--- src/rtl/fdi_pkg.sv ---
/*
  constants, types and default tables for the flash driver register port.
  assumes a single 250 MHz clock domain; no other files are needed.
*/
package fdi_pkg;

  // ----------------------------------------------------------------
  // bus addressing
  // ----------------------------------------------------------------
  localparam logic [6:0] TARGET_ADDR = 7'h63;   // 1100011
  localparam logic       DIR_WRITE   = 1'b0;
  localparam logic       DIR_READ    = 1'b1;
  localparam logic [3:0] BITS_PER_BYTE = 4'h8;

  // ----------------------------------------------------------------
  // register offsets
  // ----------------------------------------------------------------
  localparam int         REG_COUNT       = 16;
  localparam logic [7:0] OFF_CONTROL     = 8'h01;
  localparam logic [7:0] OFF_GUARD       = 8'h02;
  localparam logic [7:0] OFF_A_FLASH     = 8'h03;
  localparam logic [7:0] OFF_B_FLASH     = 8'h04;
  localparam logic [7:0] OFF_A_TORCH     = 8'h05;
  localparam logic [7:0] OFF_B_TORCH     = 8'h06;
  localparam logic [7:0] OFF_CONVERTER   = 8'h07;
  localparam logic [7:0] OFF_RAMP        = 8'h08;
  localparam logic [7:0] OFF_FAULT_FIRST = 8'h0a;
  localparam logic [7:0] OFF_FAULT_SECOND = 8'h0b;
  localparam logic [7:0] OFF_IDENTITY    = 8'h0c;

  // ----------------------------------------------------------------
  // reset values and field masks
  // ----------------------------------------------------------------
  localparam logic [7:0] RST_CONTROL   = 8'h80;
  localparam logic [7:0] RST_GUARD     = 8'h01;
  localparam logic [7:0] RST_A_FLASH   = 8'hbf;
  localparam logic [7:0] RST_B_FLASH   = 8'h3f;
  localparam logic [7:0] RST_A_TORCH   = 8'hbf;
  localparam logic [7:0] RST_B_TORCH   = 8'h3f;
  localparam logic [7:0] RST_CONVERTER = 8'h09;
  localparam logic [7:0] RST_RAMP      = 8'h1a;
  localparam logic [7:0] RST_FAULT     = 8'h00;
  localparam logic [7:0] SWRST_MASK    = 8'h80;  // converter bit 7
  localparam logic [7:0] FAULT_FIRST_MASK  = 8'h3f;
  localparam logic [7:0] FAULT_SECOND_MASK = 8'h06;

  // ----------------------------------------------------------------
  // control and guard field layouts
  // ----------------------------------------------------------------
  typedef enum logic [1:0] {
    MODE_STANDBY = 2'h0,
    MODE_INFRARED = 2'h1,
    MODE_TORCH   = 2'h2,
    MODE_FLASH   = 2'h3
  } fdi_mode_t;

  typedef struct packed {
    logic      tx_pin_en;      // bit 7
    logic      trig_edge;      // bit 6: 0 level, 1 edge
    logic      flash_trig_en;  // bit 5
    logic      torch_trig_en;  // bit 4
    fdi_mode_t mode;           // bits 3:2
    logic      chan_two_en;    // bit 1
    logic      chan_one_en;    // bit 0
  } fdi_ctrl_t;

  typedef struct packed {
    logic [1:0] reserved;      // bits 7:6
    logic [2:0] threshold;     // bits 5:3, 2.9 V + code x 0.1 V
    logic       hysteresis;    // bit 2: 0 none, 1 50 mV
    logic [1:0] behaviour;     // bits 1:0
  } fdi_guard_t;

  // default of each writable offset, zero elsewhere
  function automatic logic [7:0] reg_default(input int idx);
    case (idx)
      1: reg_default = RST_CONTROL;
      2: reg_default = RST_GUARD;
      3: reg_default = RST_A_FLASH;
      4: reg_default = RST_B_FLASH;
      5: reg_default = RST_A_TORCH;
      6: reg_default = RST_B_TORCH;
      7: reg_default = RST_CONVERTER;
      8: reg_default = RST_RAMP;
      default: reg_default = 8'h00;
    endcase
  endfunction

  // offsets that accept writes
  function automatic logic reg_writable(input int idx);
    reg_writable = (idx >= 1) && (idx <= 8);
  endfunction

endpackage

--- src/rtl/fdi_i2c_port.sv ---
/*
  bus target port and register file of a two-channel flash led driver.
  assumes scl and sda arrive already synchronous to CLK (250 MHz), the
  board resolves the open-drain sda wire from SDA_OUT/SDA_OE, and fault
  event inputs are one-cycle pulses or levels from the analog side.
*/
`timescale 1ns/10ps
`default_nettype none

module fdi_i2c_port #(
  parameter logic [7:0] PART_IDENTITY = 8'h5a  // arbitrary value
) (
  // clock and reset
  input  wire logic             CLK,
  input  wire logic             RSTN,
  // hardware enable pin, low holds the registers at default
  input  wire logic             HARDWARE_ENABLE_PIN,
  // serial bus, open drain data
  input  wire logic             SCL_IN,
  input  wire logic             SDA_IN,
  output logic                  SDA_OUT,
  output logic                  SDA_OE,
  // fault events from the protection logic
  input  wire logic [7:0]       FAULT_EVENTS_FIRST,
  input  wire logic [7:0]       FAULT_EVENTS_SECOND,
  // settings towards the driver logic
  output fdi_pkg::fdi_ctrl_t    CONTROL_SETTING,
  output fdi_pkg::fdi_guard_t   LOW_INPUT_GUARD_SETTING,
  output logic [7:0]            CHAN_A_FLASH_LEVEL,
  output logic [7:0]            CHAN_B_FLASH_LEVEL,
  output logic [7:0]            CHAN_A_TORCH_LEVEL,
  output logic [7:0]            CHAN_B_TORCH_LEVEL,
  output logic [7:0]            CONVERTER_CONFIG,
  output logic [7:0]            RAMP_AND_TIMEOUT,
  output logic [7:0]            FAULT_FLAGS_FIRST,
  output logic [7:0]            FAULT_FLAGS_SECOND
);

  // ----------------------------------------------------------------
  // types and state
  // ----------------------------------------------------------------
  typedef enum logic [4:0] {
    ST_IDLE = 5'b00001,   // waiting for a start
    ST_RECV = 5'b00010,   // shifting a byte in
    ST_ACK  = 5'b00100,   // driving our acknowledge
    ST_SEND = 5'b01000,   // shifting a byte out
    ST_MACK = 5'b10000    // sampling the controller acknowledge
  } fdi_state_t;

  typedef enum logic [1:0] {
    PH_ADDR = 2'h0,       // next byte is the target address
    PH_PTR  = 2'h1,       // next byte is the register pointer
    PH_DATA = 2'h2        // next byte is write data
  } fdi_phase_t;

  fdi_state_t  state_reg;               // bus engine state
  fdi_phase_t  phase_reg;               // meaning of received byte
  logic        scl_reg;                 // scl one cycle ago
  logic        sda_reg;                 // sda one cycle ago
  logic [3:0]  cnt_reg;                 // bits seen in this byte
  logic [7:0]  rx_reg;                  // receive shifter
  logic [7:0]  tx_reg;                  // transmit shifter
  logic        rw_reg;                  // direction of this transfer
  logic        mack_reg;                // controller acknowledged
  logic        sda_oe_reg;              // pulling sda low
  logic [7:0]  ptr_reg;                 // register pointer
  logic        sw_rst_reg;              // software reset pulse
  logic [7:0]  cfg_reg [0:fdi_pkg::REG_COUNT-1];  // writable registers
  logic [7:0]  fault_first_reg;         // sticky fault flags, first
  logic [7:0]  fault_second_reg;        // sticky fault flags, second

  // ----------------------------------------------------------------
  // bus condition decode
  // ----------------------------------------------------------------
  logic        scl_rise;                // sample point
  logic        scl_fall;                // drive point
  logic        start_cond;              // start or repeated start
  logic        stop_cond;               // stop
  logic        byte_done;               // eighth bit finished
  logic        wr_stb;                  // store a data byte
  logic        ptr_stb;                 // load the pointer
  logic        first_load;              // first read byte
  logic        next_load;               // following read byte
  logic        load_stb;                // any read byte load
  logic [7:0]  ld_ptr;                  // offset being read
  logic [7:0]  rd_byte;                 // value being read
  logic        regs_clear;              // return to defaults
  logic        clr_first;               // first fault register read
  logic        clr_second;              // second fault register read

  // clock edge, start and stop detect
  // sda moving while scl stays high is a bus condition, not data
  always_comb begin
    scl_rise   = SCL_IN & ~scl_reg;
    scl_fall   = ~SCL_IN & scl_reg;
    start_cond = SCL_IN & scl_reg & sda_reg & ~SDA_IN;
    stop_cond  = SCL_IN & scl_reg & ~sda_reg & SDA_IN;
  end

  // strobes derived from the engine, valid only while enabled
  always_comb begin
    byte_done  = HARDWARE_ENABLE_PIN & (state_reg == ST_RECV) & scl_fall
                 & (cnt_reg == fdi_pkg::BITS_PER_BYTE);
    wr_stb     = byte_done & (phase_reg == PH_DATA);
    ptr_stb    = byte_done & (phase_reg == PH_PTR);
    first_load = HARDWARE_ENABLE_PIN & (state_reg == ST_ACK) & scl_fall
                 & (phase_reg == PH_ADDR) & (rw_reg == fdi_pkg::DIR_READ);
    next_load  = HARDWARE_ENABLE_PIN & (state_reg == ST_MACK) & scl_fall
                 & mack_reg;
    load_stb   = first_load | next_load;
    ld_ptr     = next_load ? 8'(ptr_reg + 8'h01) : ptr_reg;
  end

  // read multiplexer; unmapped offsets read as zero
  always_comb begin
    rd_byte = 8'h00;
    if (ld_ptr == fdi_pkg::OFF_FAULT_FIRST) begin
      rd_byte = fault_first_reg;
    end else if (ld_ptr == fdi_pkg::OFF_FAULT_SECOND) begin
      rd_byte = fault_second_reg;
    end else if (ld_ptr == fdi_pkg::OFF_IDENTITY) begin
      rd_byte = PART_IDENTITY;
    end else if (ld_ptr < 8'(fdi_pkg::REG_COUNT)) begin
      rd_byte = cfg_reg[ld_ptr[3:0]];
    end
  end

  // clear on read
  // flags clear when the byte holding them is loaded for sending
  always_comb begin
    clr_first  = load_stb & (ld_ptr == fdi_pkg::OFF_FAULT_FIRST);
    clr_second = load_stb & (ld_ptr == fdi_pkg::OFF_FAULT_SECOND);
  end

  // reset sources
  // enable pin low or software reset both restore the defaults
  always_comb begin
    regs_clear = ~HARDWARE_ENABLE_PIN | sw_rst_reg;
  end

  // ----------------------------------------------------------------
  // line history
  // ----------------------------------------------------------------
  // idle bus is high on both lines
  always_ff @(posedge CLK or negedge RSTN) begin
    if (!RSTN) begin
      scl_reg <= 1'b1;
      sda_reg <= 1'b1;
    end else begin
      scl_reg <= SCL_IN;
      sda_reg <= SDA_IN;
    end
  end

  // ----------------------------------------------------------------
  // bus engine
  // ----------------------------------------------------------------
  // target only
  // scl is never driven; rates up to fast mode leave hundreds of
  // clock cycles per phase, so one-cycle edge decode is ample
  always_ff @(posedge CLK or negedge RSTN) begin
    if (!RSTN) begin
      state_reg  <= ST_IDLE;
      phase_reg  <= PH_ADDR;
      cnt_reg    <= 4'h0;
      rx_reg     <= 8'h00;
      tx_reg     <= 8'h00;
      rw_reg     <= fdi_pkg::DIR_WRITE;
      mack_reg   <= 1'b0;
      sda_oe_reg <= 1'b0;
    end else if (!HARDWARE_ENABLE_PIN) begin
      // disabled part ignores the bus
      state_reg  <= ST_IDLE;
      sda_oe_reg <= 1'b0;
    end else if (start_cond) begin
      state_reg  <= ST_RECV;
      phase_reg  <= PH_ADDR;
      cnt_reg    <= 4'h0;
      sda_oe_reg <= 1'b0;
    end else if (stop_cond) begin
      state_reg  <= ST_IDLE;
      sda_oe_reg <= 1'b0;
    end else begin
      case (state_reg)
        ST_RECV: begin
          if (scl_rise) begin
            rx_reg  <= {rx_reg[6:0], SDA_IN};
            cnt_reg <= 4'(cnt_reg + 4'h1);
          end else if (byte_done) begin
            case (phase_reg)
              PH_ADDR: begin
                if (rx_reg[7:1] == fdi_pkg::TARGET_ADDR) begin
                  rw_reg     <= rx_reg[0];
                  sda_oe_reg <= 1'b1;
                  state_reg  <= ST_ACK;
                end else begin
                  // not ours, stay off the bus
                  state_reg <= ST_IDLE;
                end
              end
              default: begin
                sda_oe_reg <= 1'b1;
                state_reg  <= ST_ACK;
              end
            endcase
          end
        end
        ST_ACK: begin
          // low held through the whole ninth high phase
          if (scl_fall) begin
            cnt_reg <= 4'h0;
            if (first_load) begin
              // read: first bit goes out right away
              sda_oe_reg <= ~rd_byte[7];
              tx_reg     <= {rd_byte[6:0], 1'b0};
              state_reg  <= ST_SEND;
            end else begin
              sda_oe_reg <= 1'b0;
              state_reg  <= ST_RECV;
              if (phase_reg == PH_ADDR) begin
                phase_reg <= PH_PTR;
              end else begin
                phase_reg <= PH_DATA;
              end
            end
          end
        end
        ST_SEND: begin
          if (scl_rise) begin
            cnt_reg <= 4'(cnt_reg + 4'h1);
          end else if (scl_fall) begin
            if (cnt_reg == fdi_pkg::BITS_PER_BYTE) begin
              // release for the controller acknowledge
              sda_oe_reg <= 1'b0;
              state_reg  <= ST_MACK;
            end else begin
              sda_oe_reg <= ~tx_reg[7];
              tx_reg     <= {tx_reg[6:0], 1'b0};
            end
          end
        end
        ST_MACK: begin
          if (scl_rise) begin
            mack_reg <= ~SDA_IN;
          end else if (scl_fall) begin
            if (mack_reg) begin
              cnt_reg    <= 4'h0;
              sda_oe_reg <= ~rd_byte[7];
              tx_reg     <= {rd_byte[6:0], 1'b0};
              state_reg  <= ST_SEND;
            end else begin
              sda_oe_reg <= 1'b0;
              state_reg  <= ST_IDLE;
            end
          end
        end
        default: begin
          sda_oe_reg <= 1'b0;
          state_reg  <= ST_IDLE;
        end
      endcase
    end
  end

  // ----------------------------------------------------------------
  // register pointer
  // ----------------------------------------------------------------
  // pointer survives a stop so a later read can rely on it; it wraps
  // past 0xff, and unmapped offsets on the way read as zero
  always_ff @(posedge CLK or negedge RSTN) begin
    if (!RSTN) begin
      ptr_reg <= 8'h00;
    end else if (ptr_stb) begin
      ptr_reg <= rx_reg;
    end else if (wr_stb) begin
      ptr_reg <= 8'(ptr_reg + 8'h01);
    end else if (next_load) begin
      ptr_reg <= ld_ptr;
    end
  end

  // ----------------------------------------------------------------
  // software reset
  // ----------------------------------------------------------------
  // one-cycle pulse from a write of converter bit 7
  always_ff @(posedge CLK or negedge RSTN) begin
    if (!RSTN) begin
      sw_rst_reg <= 1'b0;
    end else begin
      sw_rst_reg <= wr_stb & (ptr_reg == fdi_pkg::OFF_CONVERTER)
                    & rx_reg[7];
    end
  end

  // ----------------------------------------------------------------
  // writable register file
  // ----------------------------------------------------------------
  // mode field
  // guard behaviour
  // every field except converter bit 7 is stored as written; reserved bits keep what
  // software put there, which it is expected to keep at zero
  genvar gi;
  generate
    for (gi = 0; gi < fdi_pkg::REG_COUNT; gi++) begin : g_cfg
      localparam logic [7:0] DEF = fdi_pkg::reg_default(gi);
      localparam logic       WRITABLE = fdi_pkg::reg_writable(gi);
      always_ff @(posedge CLK or negedge RSTN) begin
        if (!RSTN) begin
          cfg_reg[gi] <= DEF;
        end else if (regs_clear) begin
          cfg_reg[gi] <= DEF;
        end else if (wr_stb && WRITABLE && (ptr_reg == 8'(gi))) begin
          if (8'(gi) == fdi_pkg::OFF_CONVERTER) begin
            cfg_reg[gi] <= rx_reg & ~fdi_pkg::SWRST_MASK;
          end else begin
            cfg_reg[gi] <= rx_reg;
          end
        end
      end
    end
  endgenerate

  // ----------------------------------------------------------------
  // fault flags
  // ----------------------------------------------------------------
  // set by events, cleared by read or reset
  // an event in the cycle of the read clear wins and stays visible
  always_ff @(posedge CLK or negedge RSTN) begin
    if (!RSTN) begin
      fault_first_reg  <= fdi_pkg::RST_FAULT;
      fault_second_reg <= fdi_pkg::RST_FAULT;
    end else if (regs_clear) begin
      fault_first_reg  <= fdi_pkg::RST_FAULT;
      fault_second_reg <= fdi_pkg::RST_FAULT;
    end else begin
      fault_first_reg  <= (fault_first_reg & ~{8{clr_first}})
                          | (FAULT_EVENTS_FIRST & fdi_pkg::FAULT_FIRST_MASK);
      fault_second_reg <= (fault_second_reg & ~{8{clr_second}})
                          | (FAULT_EVENTS_SECOND & fdi_pkg::FAULT_SECOND_MASK);
    end
  end

  // ----------------------------------------------------------------
  // outputs, all straight from flip-flops
  // ----------------------------------------------------------------
  // open drain: the data level is always low, only the enable moves
  always_ff @(posedge CLK or negedge RSTN) begin
    if (!RSTN) begin
      SDA_OUT <= 1'b0;
    end else begin
      SDA_OUT <= 1'b0;
    end
  end

  assign SDA_OE                  = sda_oe_reg;
  assign CONTROL_SETTING         = fdi_pkg::fdi_ctrl_t'(cfg_reg[1]);
  assign LOW_INPUT_GUARD_SETTING = fdi_pkg::fdi_guard_t'(cfg_reg[2]);
  assign CHAN_A_FLASH_LEVEL      = cfg_reg[3];
  assign CHAN_B_FLASH_LEVEL      = cfg_reg[4];
  assign CHAN_A_TORCH_LEVEL      = cfg_reg[5];
  assign CHAN_B_TORCH_LEVEL      = cfg_reg[6];
  assign CONVERTER_CONFIG        = cfg_reg[7];
  assign RAMP_AND_TIMEOUT        = cfg_reg[8];
  assign FAULT_FLAGS_FIRST       = fault_first_reg;
  assign FAULT_FLAGS_SECOND      = fault_second_reg;

endmodule

`default_nettype wire

--- config.mk ---
export PLATFORM = sky130hd
export DESIGN_NAME = fdi_i2c_port
export DESIGN_NICKNAME = d
export VERILOG_FILES = /design/src/rtl/fdi_pkg.sv /design/src/rtl/fdi_i2c_port.sv
export SDC_FILE = /design/constraint.sdc
export NUM_CORES = 1
export LEC_CHECK = 0
export BUFFER_PORTS_ARGS = -buffer_cell sky130_fd_sc_hd__buf_2
export CORE_MARGIN = 2
export CORE_UTILIZATION = 45
export CTS_BUF_LIST = sky130_fd_sc_hd__clkbuf_2
export DETAILED_ROUTE_END_ITERATION = 6
export MAX_ROUTING_LAYER = met4
export PLACE_DENSITY = 0.75
export REMOVE_ABC_BUFFERS = 1
export SYNTH_ARGS = -nofsm -noshare
export SYNTH_HDL_FRONTEND = slang
export SYNTH_SLANG_ARGS = --single-unit
--- constraint.sdc ---
create_clock -name CLK -period 3.22 [get_ports CLK]
set_input_delay 0.966 -clock CLK [delete_from_list [all_inputs] [get_ports CLK]]
set_output_delay 0.966 -clock CLK [all_outputs]
set_load 0.03 [all_outputs]
==> results.yml <==
worst_setup_path:
  crit_chain: "or4_4, nor3_1, a22o_1, a21boi_2, nand3_1, o21a_1, o32a_1"
  path_class: "flip-flop to flip-flop"
  required_ns: 3.84
  crit_fanout: 8
  cpMaxStageDelayCell: "or4_4"
  max_stage_delay_ns: 0.64
  arrival_ns: 3.46
  worstSetupEndpointType: "flip-flop"
  crit_path_start_kind: "flip-flop"
sta:
  setup_tns_ns: 0
  max_slew_margin_pct: 54.4
  timing_hold_violations_final: 0
  max_slew.worst_pin.slew_ns: 0.674
  finalSetupViolCount: 0
  rsz0062_at_grt: "no"
  fmax_mhz: 351
  drv_slew: 0
  finalClockSkew_ns: 0.0362
  period_share_pct: 88.4
  fin_crit_ns: 2.85
synth:
  ys_ff_latch: 119
  yosysUniqueCellTypes: 79
  synth_common_cells: "nand2_1 (119), nand3_1 (93), dfrtp_1 (83)"
  synth_ff_type: "dfrtp_1"
  synthesis.area_mm2: 0.00705
  synth_seq_area_share_pct: 42.9
  synthCells: 793
  synth_top_area_share_pct: 29.5
  syn_area_per_cell_um2: 8.89
  synth_area_leader_cell: "dfrtp_1"
  synth_edf_count: 0
  synth_area_leaders: "dfrtp_1 (29%), dfstp_2 (13%), nand3_1 (6.6%)"
  ys_warn_count: 0
  synth_most_common_cell: "nand2_1"
  synthArstFlopShare_pct: 100
run:
  drv_cap: 0
global_route:
  antenna_found_initial: 1
  grt_pass1_vias: 6605
  grt_first_pass_wirelength_um: 35800
  grt.total_usage_pct: 28.4
  overflow: 0
  grt_max_degree: 120
floorplan:
  rows: 45
  die_area_mm2: 0.0167
  ios: 103
  die_h_um: 129
  initial_utilization_pct: 46.2
  die_x_um: 129
  core-area_mm2: 0.0153
final_layout:
  syn2layout_area_growth_pct: 16.7
  nets: 934
  multiInputGateArea_mm2: 0.00374
  final_area_mm2: 0.00822
  fillers: 1428
  regArea_mm2: 0.00302
  drive_gt1_share_pct: 27.7
cts:
  clk_latency_ns: 0.73
  post_cts_buffers: 0
  cts_tree: "done"
  clock-sinks: 119
  holdBufCountCts: 0
  clockBufferDepth: 2
  ctsHtreeMaxLevel: 4
  cts_resized: 0
  path_clk_slew_ns: 0.22
  numCtsBuffers: 17
  root_buffer: "clkbuf_2"
placement:
  place_area_mm2: 0.00799
  port_buffers: 92
  place_congestion: 0.956
  dp_hpwl_um: 15300
routing:
  wl_per_cell_um: 19.6
  first_pass_iters: 7
  vias: 6932
  drc: 1
  drt-total-wl_um: 22100
  final_antenna_net_count: 0
  drt_iter0_drc: 757
  via_per_inst: 6.12
power_and_ir_drop:
  pwr-share-seq_pct: 57.9
  peakVddDrop_v: 0.000258
  combPwrFrac_pct: 6.1
  switching_share_pct: 30.1
  p_int_mw: 1.86
  cellPowerDensity_mw_per_mm2: 324
  p_leak_nw: 3.77
  p_switching_uw: 801
  power.share.clock_pct: 36.0
worst_hold_path:
  hold_class: "input pin to async pin"
run_status:
  failed_checks: "DRC"
  status: "finished, violations left"
## final cells by class
cell class / count / share of cell area [%]
sequential: 119 / 36.8
multi-input combinational: 607 / 45.5
tap: 211 / 3.21
antenna: 1 / 0.0304
timing repair buffer: 146 / 11.0
clock buffer: 17 / 1.03
clock inverter: 15 / 1.75
inverter: 16 / 0.730
## metrics by stage
stage	setup WS (ns)	power [mW]	hold slack (ns)	utilization [%]	std cells
finish	0.374	2.66	0.322	53.9	1132
global route	0.249	2.77	0.322	53.9	1132
CTS	0.472	2.68	0.295	53.9	1131
detailed placement	-0.0894	1.73	0.491	52.4	1099
global placement	-0.0888	1.73	0.486	52.4	1099
floorplan	-0.481	1.64	0.474	-	742
## cell usage in the layout (no fill, tap or decap), types with 5 or more instances in the layout
| master | count |
|---|---|
| nand3_1 | 93 |
| mux2_2 | 12 |
| clkbuf_2 | 17 |
| o211ai_1 | 6 |
| nor2_1 | 56 |
| nand2_1 | 119 |
| inv_1 | 15 |
| buf_4 | 52 |
| a32oi_1 | 5 |
| clkinv_4 | 5 |
| nand4_1 | 6 |
| buf_2 | 91 |
| inv_6 | 5 |
| or3_1 | 5 |
| o21ai_0 | 32 |
| o31ai_1 | 5 |
| and2_1 | 10 |
| and3_1 | 16 |
| mux4_2 | 5 |
| dfrtp_1 | 83 |
| mux2i_1 | 29 |
| nor3_1 | 16 |
| a21oi_1 | 59 |
| dfstp_2 | 36 |
| nand2b_1 | 6 |
| xnor2_1 | 7 |
| a31oi_1 | 8 |
| o22ai_1 | 6 |
| ha_1 | 6 |
| nor2b_1 | 5 |
## layer usage
metal / share of wire (%) / track usage (%)
met5: 0 / -
met4: 3.0 / 10.6
met3: 8.5 / 4.62
met2: 47 / 43.2
met1: 42 / 38.5
## logic make-up (layout without fill, tap and decap cells)
logic type               count (synthesis)  in the layout  synth area share (%)
AND/OR/NAND/NOR                        367            367                  26.5
buffers and inverters                   68            194                  4.14
XOR/XNOR                                 9              9                  1.23
AO/OA/AOI/OAI                          177            177                  16.5
flip-flops                             119            119                  42.9
multiplexers                            46             46                  7.63
other                                    1              3                0.0532
adder cells (fa/ha/maj)                  6              6                  1.07
## power by group through the flow
stage	Clock (mW)	Sequential (mW)	Combinational (mW)
floorplan	0	1.58	0.0682
global placement	0	1.57	0.163
detailed placement	0	1.57	0.164
CTS	0.969	1.54	0.164
global route	1.04	1.55	0.180
finish	0.958	1.54	0.163
## critical path: cells and delay by family (launching register included)
kind | cells | cell delay (ns)
AO/OA/AOI/OAI | 4 | 1.03
flip-flops | 1 | 0.52
AND/OR/NAND/NOR | 3 | 1.20
## path summary, 6_finish.rpt
kind / start / to / slack, ns / depth (start not counted)
setup reg to reg: state_reg[3] / tx_reg[6] / 0.37 / 7
min in group CLK: SDA_IN / sda_reg / 0.39 / 1
max in group asynchronous: RSTN / tx_reg[4] / 2.46 / 2
setup / recovery: state_reg[3] / tx_reg[6] / 0.37 / 7
hold / removal: RSTN / CONVERTER_CONFIG[1] / 0.32 / 2
hold reg to reg: CHAN_A_FLASH_LEVEL[3] / CHAN_A_FLASH_LEVEL[3] / 0.51 / 2
Power figures use the tool's default switching activity.
